## config.mk

```make
export PLATFORM = sky130hd
export DESIGN_NAME = flsq_top
export DESIGN_NICKNAME = d
export VERILOG_FILES = /design/src/shared/flsq_pkg.sv /design/src/shared/flsq_ramp_if.sv /design/src/core/flsq_top.sv /design/src/core/flsq_ramper.sv
export SDC_FILE = /design/constraint.sdc
export NUM_CORES = 1
export LEC_CHECK = 0
export BUFFER_PORTS_ARGS = -buffer_cell sky130_fd_sc_hd__buf_2
export CORE_UTILIZATION = 51
export DETAILED_ROUTE_END_ITERATION = 10
export GPL_ROUTABILITY_DRIVEN = 0
export PLACE_DENSITY = 0.68
export RECOVER_POWER = 100
export SYNTH_ARGS = -nofsm -noshare
export SYNTH_HDL_FRONTEND = slang
export SYNTH_SLANG_ARGS = --single-unit
```

## constraint.sdc

```tcl
create_clock -name sys_clk -period 18.97 [get_ports sys_clk]
set_input_delay 0.9485 -clock sys_clk [delete_from_list [all_inputs] [get_ports sys_clk]]
set_output_delay 0.9485 -clock sys_clk [all_outputs]
set_load 0.01 [all_outputs]
```

## src/shared/flsq_pkg.sv

```systemverilog
// constants, register map and helpers of the flash led mode sequencer
package flsq_pkg;

  // ************************************************************
  // widths and timing
  // ************************************************************
  localparam int CODE_W        = 7;     // 128 current codes per channel
  localparam int ADDR_W        = 4;
  localparam int DATA_W        = 8;
  localparam int TMO_W         = 19;
  localparam int STEP_W        = 12;
  localparam int CLK_PERIOD_NS = 10;
  localparam int TICK_NS       = 1000;
  localparam int TICK_CYCLES   = TICK_NS / CLK_PERIOD_NS;
  localparam int US_PER_MS     = 1000;
  localparam logic [2:0] FLASH_RATE = 3'h0;

  // ************************************************************
  // register offsets and reset values
  // ************************************************************
  localparam logic [ADDR_W-1:0] REG_ENABLE = 4'h0;
  localparam logic [ADDR_W-1:0] REG_FLASH1 = 4'h1;
  localparam logic [ADDR_W-1:0] REG_FLASH2 = 4'h2;
  localparam logic [ADDR_W-1:0] REG_TORCH1 = 4'h3;
  localparam logic [ADDR_W-1:0] REG_TORCH2 = 4'h4;
  localparam logic [ADDR_W-1:0] REG_TIMING = 4'h5;
  localparam logic [ADDR_W-1:0] REG_FLAGS1 = 4'h6;
  localparam logic [ADDR_W-1:0] REG_FLAGS2 = 4'h7;
  localparam logic [ADDR_W-1:0] REG_MASK   = 4'h8;
  localparam logic [ADDR_W-1:0] REG_STATUS = 4'h9;

  localparam logic [1:0]        RST_LED_EN = 2'h3;
  localparam logic [3:0]        RST_TMO    = 4'ha;
  localparam logic [2:0]        RST_RATE   = 3'h1;
  localparam logic [CODE_W-1:0] RST_CODE   = 7'h00;

  // ************************************************************
  // field positions
  // ************************************************************
  localparam int EN_LED1    = 2;
  localparam int EN_LED2    = 3;
  localparam int EN_TPIN    = 4;
  localparam int EN_TEMP    = 5;
  localparam int SAME_BIT   = 7;
  localparam int TIM_RATE   = 4;
  localparam int FL1_TMO    = 0;
  localparam int FL1_DIE    = 1;
  localparam int FL1_UVLO   = 2;
  localparam int FL1_TX     = 3;
  localparam int FL2_SHORT  = 0;
  localparam int FL2_LEDHOT = 1;

  // ************************************************************
  // modes and states
  // ************************************************************
  typedef enum logic [1:0] {
    MODE_STBY  = 2'h0,
    MODE_IR    = 2'h1,
    MODE_TORCH = 2'h2,
    MODE_FLASH = 2'h3
  } flsq_mode_t;

  typedef enum logic [3:0] {
    ST_STBY  = 4'h1,
    ST_IR    = 4'h2,
    ST_TORCH = 4'h4,
    ST_FLASH = 4'h8
  } flsq_state_t;

  // flash timeout in ms for each of the 16 selector codes
  function automatic int flsq_timeout_ms(input logic [3:0] sel);
    int t;
    t = (sel < 4'ha) ? (int'(sel) + 1) * 10 : (int'(sel) - 7) * 50;
    return t;
  endfunction

  // microsecond ticks per current step for each ramp rate code
  function automatic logic [STEP_W-1:0] flsq_step_ticks(input logic [2:0] rate);
    logic [STEP_W-1:0] t;
    t = (rate == 3'h0) ? 12'h001 : (12'h020 << (rate - 3'h1));
    return t;
  endfunction

endpackage

```

## src/shared/flsq_ramp_if.sv

```systemverilog
// handshake between mode control and the current ramp engine
`timescale 1ns/100ps
`default_nettype none
interface flsq_ramp_if;
  logic [1:0][flsq_pkg::CODE_W-1:0] target;
  logic [2:0]                       rate;
  logic                             immediate;
  logic                             tick_us;
  logic [1:0][flsq_pkg::CODE_W-1:0] level;
  logic                             settled;

  modport ctrl (output target, output rate, output immediate,
                input tick_us, input level, input settled);
  modport ramp (input target, input rate, input immediate,
                output tick_us, output level, output settled);
endinterface
`default_nettype wire

```

## src/core/flsq_top.sv

```systemverilog
// mode sequencer of a dual channel flash led driver
// ************************************************************
// Contract
// [RULE_01] flash offers 128 current codes per channel
// [RULE_02] flash start steps through every code
// [RULE_03] option forces both channels to one setting
// [RULE_04] flash timeout clears mode bits
// [RULE_05] torch offers 128 codes from torch settings
// [RULE_06] torch by mode 10 or torch pin
// [RULE_07] torch ramps with programmable step time
// [RULE_08] torch ignores timeout and radio burst
// [RULE_09] host goes standby to ir before torch
// [RULE_10] ir mode uses flash codes, pass condition
// [RULE_11] strobe level gates channels in ir
// [RULE_12] ir switches current without ramp
// [RULE_13] hardware enable low resets everything
// [RULE_14] torch pin defaults to torch function
// [RULE_15] readable fault and event indicator bits
// [RULE_16] radio burst drops flash to torch current
// [RULE_17] sixteen flash timeouts, 10 to 400 ms
// [RULE_18] fault lock until both flag reads
// [RULE_19] mode 00 standby, 11 flash
// ************************************************************
//
// The address map and the plain strobed port are this design's own decisions.
`timescale 1ns/100ps
`default_nettype none
module flsq_top #(
  parameter int TICK_CYCLES = flsq_pkg::TICK_CYCLES,
  parameter int US_PER_MS   = flsq_pkg::US_PER_MS
) (
  // clock and resets
  input  wire logic                               sys_clk,
  input  wire logic                               reset,
  input  wire logic                               hardware_enable_pin,
  // register port
  input  wire logic [flsq_pkg::ADDR_W-1:0]        reg_addr,
  input  wire logic [flsq_pkg::DATA_W-1:0]        reg_wdata,
  input  wire logic                               reg_wr,
  input  wire logic                               reg_rd,
  output logic      [flsq_pkg::DATA_W-1:0]        reg_rdata,
  // trigger pins
  input  wire logic                               strobe_pin,
  input  wire logic                               torch_temp_pin,
  input  wire logic                               tx_pin,
  // fault detectors
  input  wire logic                               fault_led_short,
  input  wire logic                               fault_led_hot,
  input  wire logic                               fault_die_hot,
  input  wire logic                               fault_undervolt,
  // current source control
  output logic      [flsq_pkg::CODE_W-1:0]        led1_level,
  output logic      [flsq_pkg::CODE_W-1:0]        led2_level,
  output logic      [1:0]                         led_on,
  output logic                                    pass_mode,
  output logic                                    irq
);
  import flsq_pkg::*;

  if (US_PER_MS < 1 || US_PER_MS * 400 >= (1 << TMO_W)) begin : g_chk
    $error("US_PER_MS out of range for the timeout counter");
  end

  // ************************************************************
  // state
  // ************************************************************
  typedef struct packed {
    logic [1:0]             mode;
    logic [1:0]             led_en;
    logic                   tpin_en;
    logic                   tpin_temp;
    logic                   same;
    logic [1:0][CODE_W-1:0] flash_code;
    logic [1:0][CODE_W-1:0] torch_code;
    logic [3:0]             tmo_sel;
    logic [2:0]             rate;
    logic [3:0]             flags1;
    logic [1:0]             flags2;
    logic [5:0]             mask;
    logic                   rd1_seen;
    logic                   rd2_seen;
    logic                   lock;
    flsq_state_t            fsm;
    logic [TMO_W-1:0]       tmo_us;
    logic [DATA_W-1:0]      rdata;
    logic [1:0]             led_on;
    logic                   pass_mode;
    logic                   irq;
  } flsq_top_state_t;

  flsq_top_state_t        s;
  flsq_top_state_t        next_s;
  logic                   rst;
  logic                   expire;
  logic [1:0][CODE_W-1:0] tgt;
  logic                   imm;
  logic [2:0]             tgt_rate;

  flsq_ramp_if rif ();

  flsq_ramper #(
    .TICK_CYCLES (TICK_CYCLES)
  ) u_ramper (
    .sys_clk (sys_clk),
    .rst     (rst),
    .rif     (rif)
  );

  assign rst = reset | ~hardware_enable_pin;   // [RULE_13]

  // ************************************************************
  // next state
  // ************************************************************
  always_comb begin
    logic [3:0]             set1;
    logic [1:0]             set2;
    logic [3:0]             clr1;
    logic [1:0]             clr2;
    logic                   hw_torch;
    logic [1:0][CODE_W-1:0] fl;
    logic [1:0][CODE_W-1:0] tr;
    logic [TMO_W-1:0]       limit;
    set1 = '0;
    set2 = '0;
    clr1 = '0;
    clr2 = '0;
    hw_torch = 1'b0;
    fl = '0;
    tr = '0;
    limit = '0;
    next_s = s;
    next_s.rdata = '0;
    if (reg_rd) begin
      case (reg_addr)
        REG_ENABLE: next_s.rdata = {2'h0, s.tpin_temp, s.tpin_en, s.led_en, s.mode};
        REG_FLASH1: next_s.rdata = {s.same, s.flash_code[0]};
        REG_FLASH2: next_s.rdata = {1'b0, s.flash_code[1]};
        REG_TORCH1: next_s.rdata = {1'b0, s.torch_code[0]};
        REG_TORCH2: next_s.rdata = {1'b0, s.torch_code[1]};
        REG_TIMING: next_s.rdata = {1'b0, s.rate, s.tmo_sel};
        REG_FLAGS1: begin
          next_s.rdata = {4'h0, s.flags1};   // [RULE_15]
          next_s.rd1_seen = 1'b1;
        end
        REG_FLAGS2: begin
          next_s.rdata = {6'h00, s.flags2};
          next_s.rd2_seen = 1'b1;
        end
        REG_MASK:   next_s.rdata = {2'h0, s.mask};
        REG_STATUS: next_s.rdata = {2'h0, rif.settled, s.lock, s.fsm};
        default:    next_s.rdata = '0;
      endcase
    end
    if (reg_wr) begin
      case (reg_addr)
        REG_ENABLE: begin
          if (!s.lock) begin
            next_s.mode = reg_wdata[1:0];   // [RULE_18]
          end
          next_s.led_en    = reg_wdata[EN_LED2:EN_LED1];
          next_s.tpin_en   = reg_wdata[EN_TPIN];
          next_s.tpin_temp = reg_wdata[EN_TEMP];
        end
        REG_FLASH1: begin
          next_s.flash_code[0] = reg_wdata[CODE_W-1:0];   // [RULE_01]
          next_s.same = reg_wdata[SAME_BIT];
        end
        REG_FLASH2: next_s.flash_code[1] = reg_wdata[CODE_W-1:0];
        REG_TORCH1: next_s.torch_code[0] = reg_wdata[CODE_W-1:0];   // [RULE_05]
        REG_TORCH2: next_s.torch_code[1] = reg_wdata[CODE_W-1:0];
        REG_TIMING: begin
          next_s.tmo_sel = reg_wdata[3:0];
          next_s.rate = reg_wdata[TIM_RATE+2:TIM_RATE];
        end
        REG_FLAGS1: clr1 = reg_wdata[3:0];
        REG_FLAGS2: clr2 = reg_wdata[1:0];
        REG_MASK:   next_s.mask = reg_wdata[5:0];
        default: ;
      endcase
    end
    // flash timeout runs only in flash; torch never sees it
    limit = TMO_W'(flsq_timeout_ms(s.tmo_sel) * US_PER_MS);   // [RULE_17]
    expire = (s.fsm == ST_FLASH) && rif.tick_us && (s.tmo_us >= limit - 19'h00001);
    if (s.fsm != ST_FLASH) begin
      next_s.tmo_us = '0;   // [RULE_08]
    end else if (rif.tick_us) begin
      next_s.tmo_us = s.tmo_us + 19'h00001;
    end
    if (expire) begin
      set1[FL1_TMO] = 1'b1;
      next_s.mode = MODE_STBY;   // [RULE_04]
    end
    set1[FL1_TX]    = (s.fsm == ST_FLASH) && tx_pin;
    set1[FL1_DIE]   = fault_die_hot;
    set1[FL1_UVLO]  = fault_undervolt;
    set2[FL2_SHORT]  = fault_led_short;
    set2[FL2_LEDHOT] = fault_led_hot;
    if (fault_die_hot || fault_undervolt || |set2) begin
      next_s.mode = MODE_STBY;   // [RULE_18]
      next_s.lock = 1'b1;
      next_s.rd1_seen = 1'b0;
      next_s.rd2_seen = 1'b0;
    end else if (s.lock && s.rd1_seen && s.rd2_seen) begin
      next_s.lock = 1'b0;
    end
    // a new event wins over a clear in the same cycle
    next_s.flags1 = (s.flags1 & ~clr1) | set1;   // [RULE_15]
    next_s.flags2 = (s.flags2 & ~clr2) | set2;
    hw_torch = s.tpin_en && !s.tpin_temp && torch_temp_pin;   // [RULE_14]
    if (s.lock) begin
      next_s.fsm = ST_STBY;
    end else begin
      unique case (flsq_mode_t'(s.mode))   // [RULE_19]
        MODE_FLASH: next_s.fsm = ST_FLASH;
        MODE_TORCH: next_s.fsm = ST_TORCH;   // [RULE_06]
        MODE_IR:    next_s.fsm = ST_IR;
        MODE_STBY:  next_s.fsm = hw_torch ? ST_TORCH : ST_STBY;   // [RULE_06]
      endcase
    end
    fl[0] = s.flash_code[0];
    fl[1] = s.same ? s.flash_code[0] : s.flash_code[1];   // [RULE_03]
    tr[0] = s.torch_code[0];
    tr[1] = s.same ? s.torch_code[0] : s.torch_code[1];   // [RULE_03]
    tgt = '0;
    imm = 1'b1;
    tgt_rate = FLASH_RATE;
    unique case (s.fsm)
      ST_FLASH: begin
        tgt = tx_pin ? tr : fl;   // [RULE_16]
        imm = 1'b0;   // [RULE_02]
      end
      ST_TORCH: begin
        tgt = tr;   // [RULE_08]
        imm = 1'b0;
        tgt_rate = s.rate;   // [RULE_07]
      end
      ST_IR:    tgt = strobe_pin ? fl : '0;   // [RULE_11] [RULE_12]
      ST_STBY:  tgt = '0;
    endcase
    for (int ch = 0; ch < 2; ch++) begin
      if (!s.led_en[ch]) begin
        tgt[ch] = '0;
      end
      next_s.led_on[ch] = s.led_en[ch] && (s.fsm != ST_STBY)
        && (s.fsm != ST_IR || strobe_pin);   // [RULE_11]
    end
    next_s.pass_mode = (s.fsm == ST_IR);   // [RULE_10]
    next_s.irq = |({s.flags2, s.flags1} & s.mask);
  end

  always_ff @(posedge sys_clk) begin
    if (rst) begin
      s <= '0;   // [RULE_13]
      s.fsm <= ST_STBY;
      s.led_en <= RST_LED_EN;
      s.tmo_sel <= RST_TMO;
      s.rate <= RST_RATE;
    end else begin
      s <= next_s;
    end
  end

  assign rif.target    = tgt;
  assign rif.immediate = imm;
  assign rif.rate      = tgt_rate;
  assign reg_rdata  = s.rdata;
  assign led1_level = rif.level[0];
  assign led2_level = rif.level[1];
  assign led_on     = s.led_on;
  assign pass_mode  = s.pass_mode;
  assign irq        = s.irq;
endmodule
`default_nettype wire

```

## src/core/flsq_ramper.sv

```systemverilog
// microsecond divider and per-channel current ramp
`timescale 1ns/100ps
`default_nettype none
module flsq_ramper #(
  parameter int TICK_CYCLES = flsq_pkg::TICK_CYCLES
) (
  // clock and reset
  input  wire logic   sys_clk,
  input  wire logic   rst,
  // ramp control
  flsq_ramp_if.ramp   rif
);
  import flsq_pkg::*;

  localparam int TW = (TICK_CYCLES > 1) ? $clog2(TICK_CYCLES) : 1;

  if (TICK_CYCLES < 2) begin : g_chk
    $error("TICK_CYCLES must be at least 2");
  end

  typedef struct packed {
    logic [TW-1:0]          tick_cnt;
    logic                   tick;
    logic [STEP_W-1:0]      step_cnt;
    logic [1:0][CODE_W-1:0] level;
  } flsq_ramp_state_t;

  flsq_ramp_state_t s;
  flsq_ramp_state_t next_s;

  always_comb begin
    logic step_due;
    step_due = 1'b0;
    next_s = s;
    next_s.tick = 1'b0;
    if (s.tick_cnt == TW'(TICK_CYCLES - 1)) begin
      next_s.tick_cnt = '0;
      next_s.tick = 1'b1;
    end else begin
      next_s.tick_cnt = s.tick_cnt + TW'(1);
    end
    if (s.tick) begin
      if (s.step_cnt >= flsq_step_ticks(rif.rate) - 12'h001) begin
        next_s.step_cnt = '0;
        step_due = 1'b1;
      end else begin
        next_s.step_cnt = s.step_cnt + 12'h001;
      end
    end
    for (int ch = 0; ch < 2; ch++) begin
      if (rif.immediate) begin
        next_s.level[ch] = rif.target[ch];   // [RULE_12]
      end else if (step_due && s.level[ch] < rif.target[ch]) begin
        next_s.level[ch] = s.level[ch] + 7'h01;   // [RULE_02] [RULE_07]
      end else if (step_due && s.level[ch] > rif.target[ch]) begin
        next_s.level[ch] = s.level[ch] - 7'h01;
      end
    end
  end

  always_ff @(posedge sys_clk) begin
    if (rst) begin
      s <= '0;
    end else begin
      s <= next_s;
    end
  end

  assign rif.tick_us = s.tick;
  assign rif.level   = s.level;
  assign rif.settled = (s.level == rif.target);
endmodule
`default_nettype wire

```

==> qor.yml <==
drt_iter0_markers: 728
ys_seq_area_share_pct: 24.4
clk_path_buf_depth: 2
rows: 51
layout_commonest_cell: "dfxtp_1"
die_area_mm2: 0.0208
chipHeight_um: 144
period_needed_ns: 8.71
ys.flop_type: "dfxtp_1"
finalNetCount: 1410
num_vias: 8773
grt_max_degree: 69
multiInputGateArea_mm2: 0.00707
final_antenna_net_count: 0
wirelength_um: 25100
fin_skew_ns: 0.00736
rsz0062_at_grt: "false"
firstDrtPassIters: 5
grt_pass1_wl_um: 40700
cts_hold_buf: 0
insertion_delay_ns: 0.42
cts_setup_buffers: 0
numPortBuffers: 49
placed_area_mm2: 0.0106
cts.sinks: 126
drive_gt1_share_pct: 6.55
n_fill_cell: 1853
finalNonFillerCells: 1516
fin_setup_tns_ns: 0
wl_per_cell_um: 16.5
fin_area_mm2: 0.0111
critical_path_class: "register to register"
leakage_nw: 4.55
slew_viol_final: 69
clk_pin_slew_ns: 0.06
layout.area.seq_mm2: 0.00252
coreArea_mm2: 0.0197
routed_via_density: 5.79
max_slew_margin_pct: -123
final-hold-violation-count: 0
cts_max_level: 4
cts_tree: "built"
root_buffer: "clkbuf_16"
fin_crit_sh_pct: 45.9
grt_pass1_vias: 8042
synth.cell_area_mm2: 0.0103
cp_slowest_cell: "dfxtp_1"
tightestPinTransition_ns: 3.34
max_freq_mhz: 115
critical_path.most_common_cell: "ha_1"
initial_core_util_pct: 52.5
netlist_instances: 1237
synth-edff-count: 0
fp.dieW_um: 144
grt_overflow: 0
p_per_area_mw_per_mm2: 75.5
violations: "max-capacitance violations, max-slew violations"
dp_cells: 1484
layout_common_cells: "dfxtp_1, nor2_1, ha_1, nand2_1, inv_1"
cpPeakStageDelay_ns: 0.61
end_kind: "register"
cp_data_arrival_time_ns: 9.07
cts_buffers: 17
cts.repair.resized: 0
drcViolationCount: 0
syn_area_per_cell_um2: 8.34
cp-start-kind: "register"
synth_seq_cells: 126
crit_required_ns: 19.33
syn2layout_area_growth_pct: 7.46
outcome: "complete, but fails checks"
cp_max_fo: 14
ys_types: 78
hpwl_um: 18800
maxCapViolCount: 1
ys_warn_count: 0
io_pins: 50
synthArstFlopShare_pct: 0
antenna_found_initial: 0
antenna_cells: 0
setup_viol: 0
hold_class: "register to register"
grt_usage_pct: 25.0
ir_drop_v: 0.0000565
==> power by group <==
part | total (W) | switching (W) | internal, W
logic | 0.000246 | 0.000141 | 0.000105
registers | 0.000268 | 0.00000174 | 0.000266
clock network | 0.000324 | 0.000127 | 0.000197
==> layer usage <==
metal | track usage [%] | wire length, um
met5 | 0 | 0
met4 | 5.48 | 259
met3 | 4.83 | 1550
met2 | 39.0 | 11100
met1 | 35.5 | 12100
==> layout make-up <==
cell class / count / area share (%)
tap: 265 / 2.99
clock inverter: 13 / 1.26
inverter: 91 / 3.08
timing repair buffer: 54 / 2.17
sequential: 126 / 22.7
multi-input combinational: 948 / 63.8
clock buffer: 19 / 3.99
==> Yosys cell counts (12+ instances only) <==
cell type / count / area, um2
o21ai_0: 41 / 205
nor2_1: 116 / 435
nand4_1: 12 / 75.1
buf_4: 24 / 180
ha_1: 110 / 1380
nand2_1: 105 / 394
a211oi_1: 17 / 128
nor2b_1: 22 / 138
nand2b_1: 12 / 75.1
xor2_1: 30 / 263
fa_1: 38 / 761
nand3_1: 54 / 270
a22oi_1: 14 / 105
xnor2_1: 42 / 368
inv_1: 91 / 342
clkbuf_1: 39 / 146
mux2i_1: 47 / 470
a21o_1: 17 / 128
dfxtp_1: 126 / 2520
nor3_1: 15 / 75.1
a31oi_1: 12 / 75.1
and2_1: 14 / 87.6
a21oi_1: 74 / 370
==> worst paths after layout <==
path                                        to           start  slack, ns  cells past startpoint
worst max-delay path                     s[46]           s[53]      10.26                     27
worst min-delay path            u_ramper.s[27]  u_ramper.s[27]       0.46                      1
worst max register to register           s[46]           s[53]      10.26                     27
worst min register to register  u_ramper.s[27]  u_ramper.s[27]       0.46                      1
==> worst max-delay path, delay by kind of cell (launching register included) <==
family | cells | cell delay [ns]
AOI/OAI and AO/OA | 7 | 1.37
xor gates and xnor gates | 2 | 0.53
adders and majority gates | 11 | 4.54
buffers and inverters | 3 | 0.15
DFF | 1 | 0.61
and+or+nand+nor | 4 | 1.43
==> state kept, by name, indices dropped and copies added, names as in the netlist <==
register              cells
led_on                    2
reg_rdata                 8
u_ramper.s               19
irq                       1
u_ramper.rif.level       14
u_ramper.rif.tick_us      1
s                        80
pass_mode                 1
==> per-stage QoR <==
step	hold WS [ns]	setup slack [ns]	utilization, %	power (W)
3_5_place_dp	0.464	10.31	53.8	0.000522
5_1_grt	0.504	9.58	56.4	0.000887
3_3_place_gp	0.435	10.67	53.8	0.000517
6_report	0.462	10.26	56.4	0.000838
4_1_cts	0.473	10.31	56.7	0.000843
2_1_floorplan	0.418	11.25	-	0.000475
==> cells by family (layout without fill, tap and decap cells) <==
group | Yosys count | in the layout | synth area share (%)
compound gates | 257 | 257 | 16.7
xor+xnor | 72 | 72 | 6.11
fa+ha+maj | 148 | 148 | 20.7
buf+inv | 167 | 177 | 7.12
flops | 126 | 126 | 24.4
mux | 50 | 50 | 4.89
other cells | 1 | 5 | 0.0363
simple gates | 416 | 416 | 20.0
(Power assumes the default switching activity.)
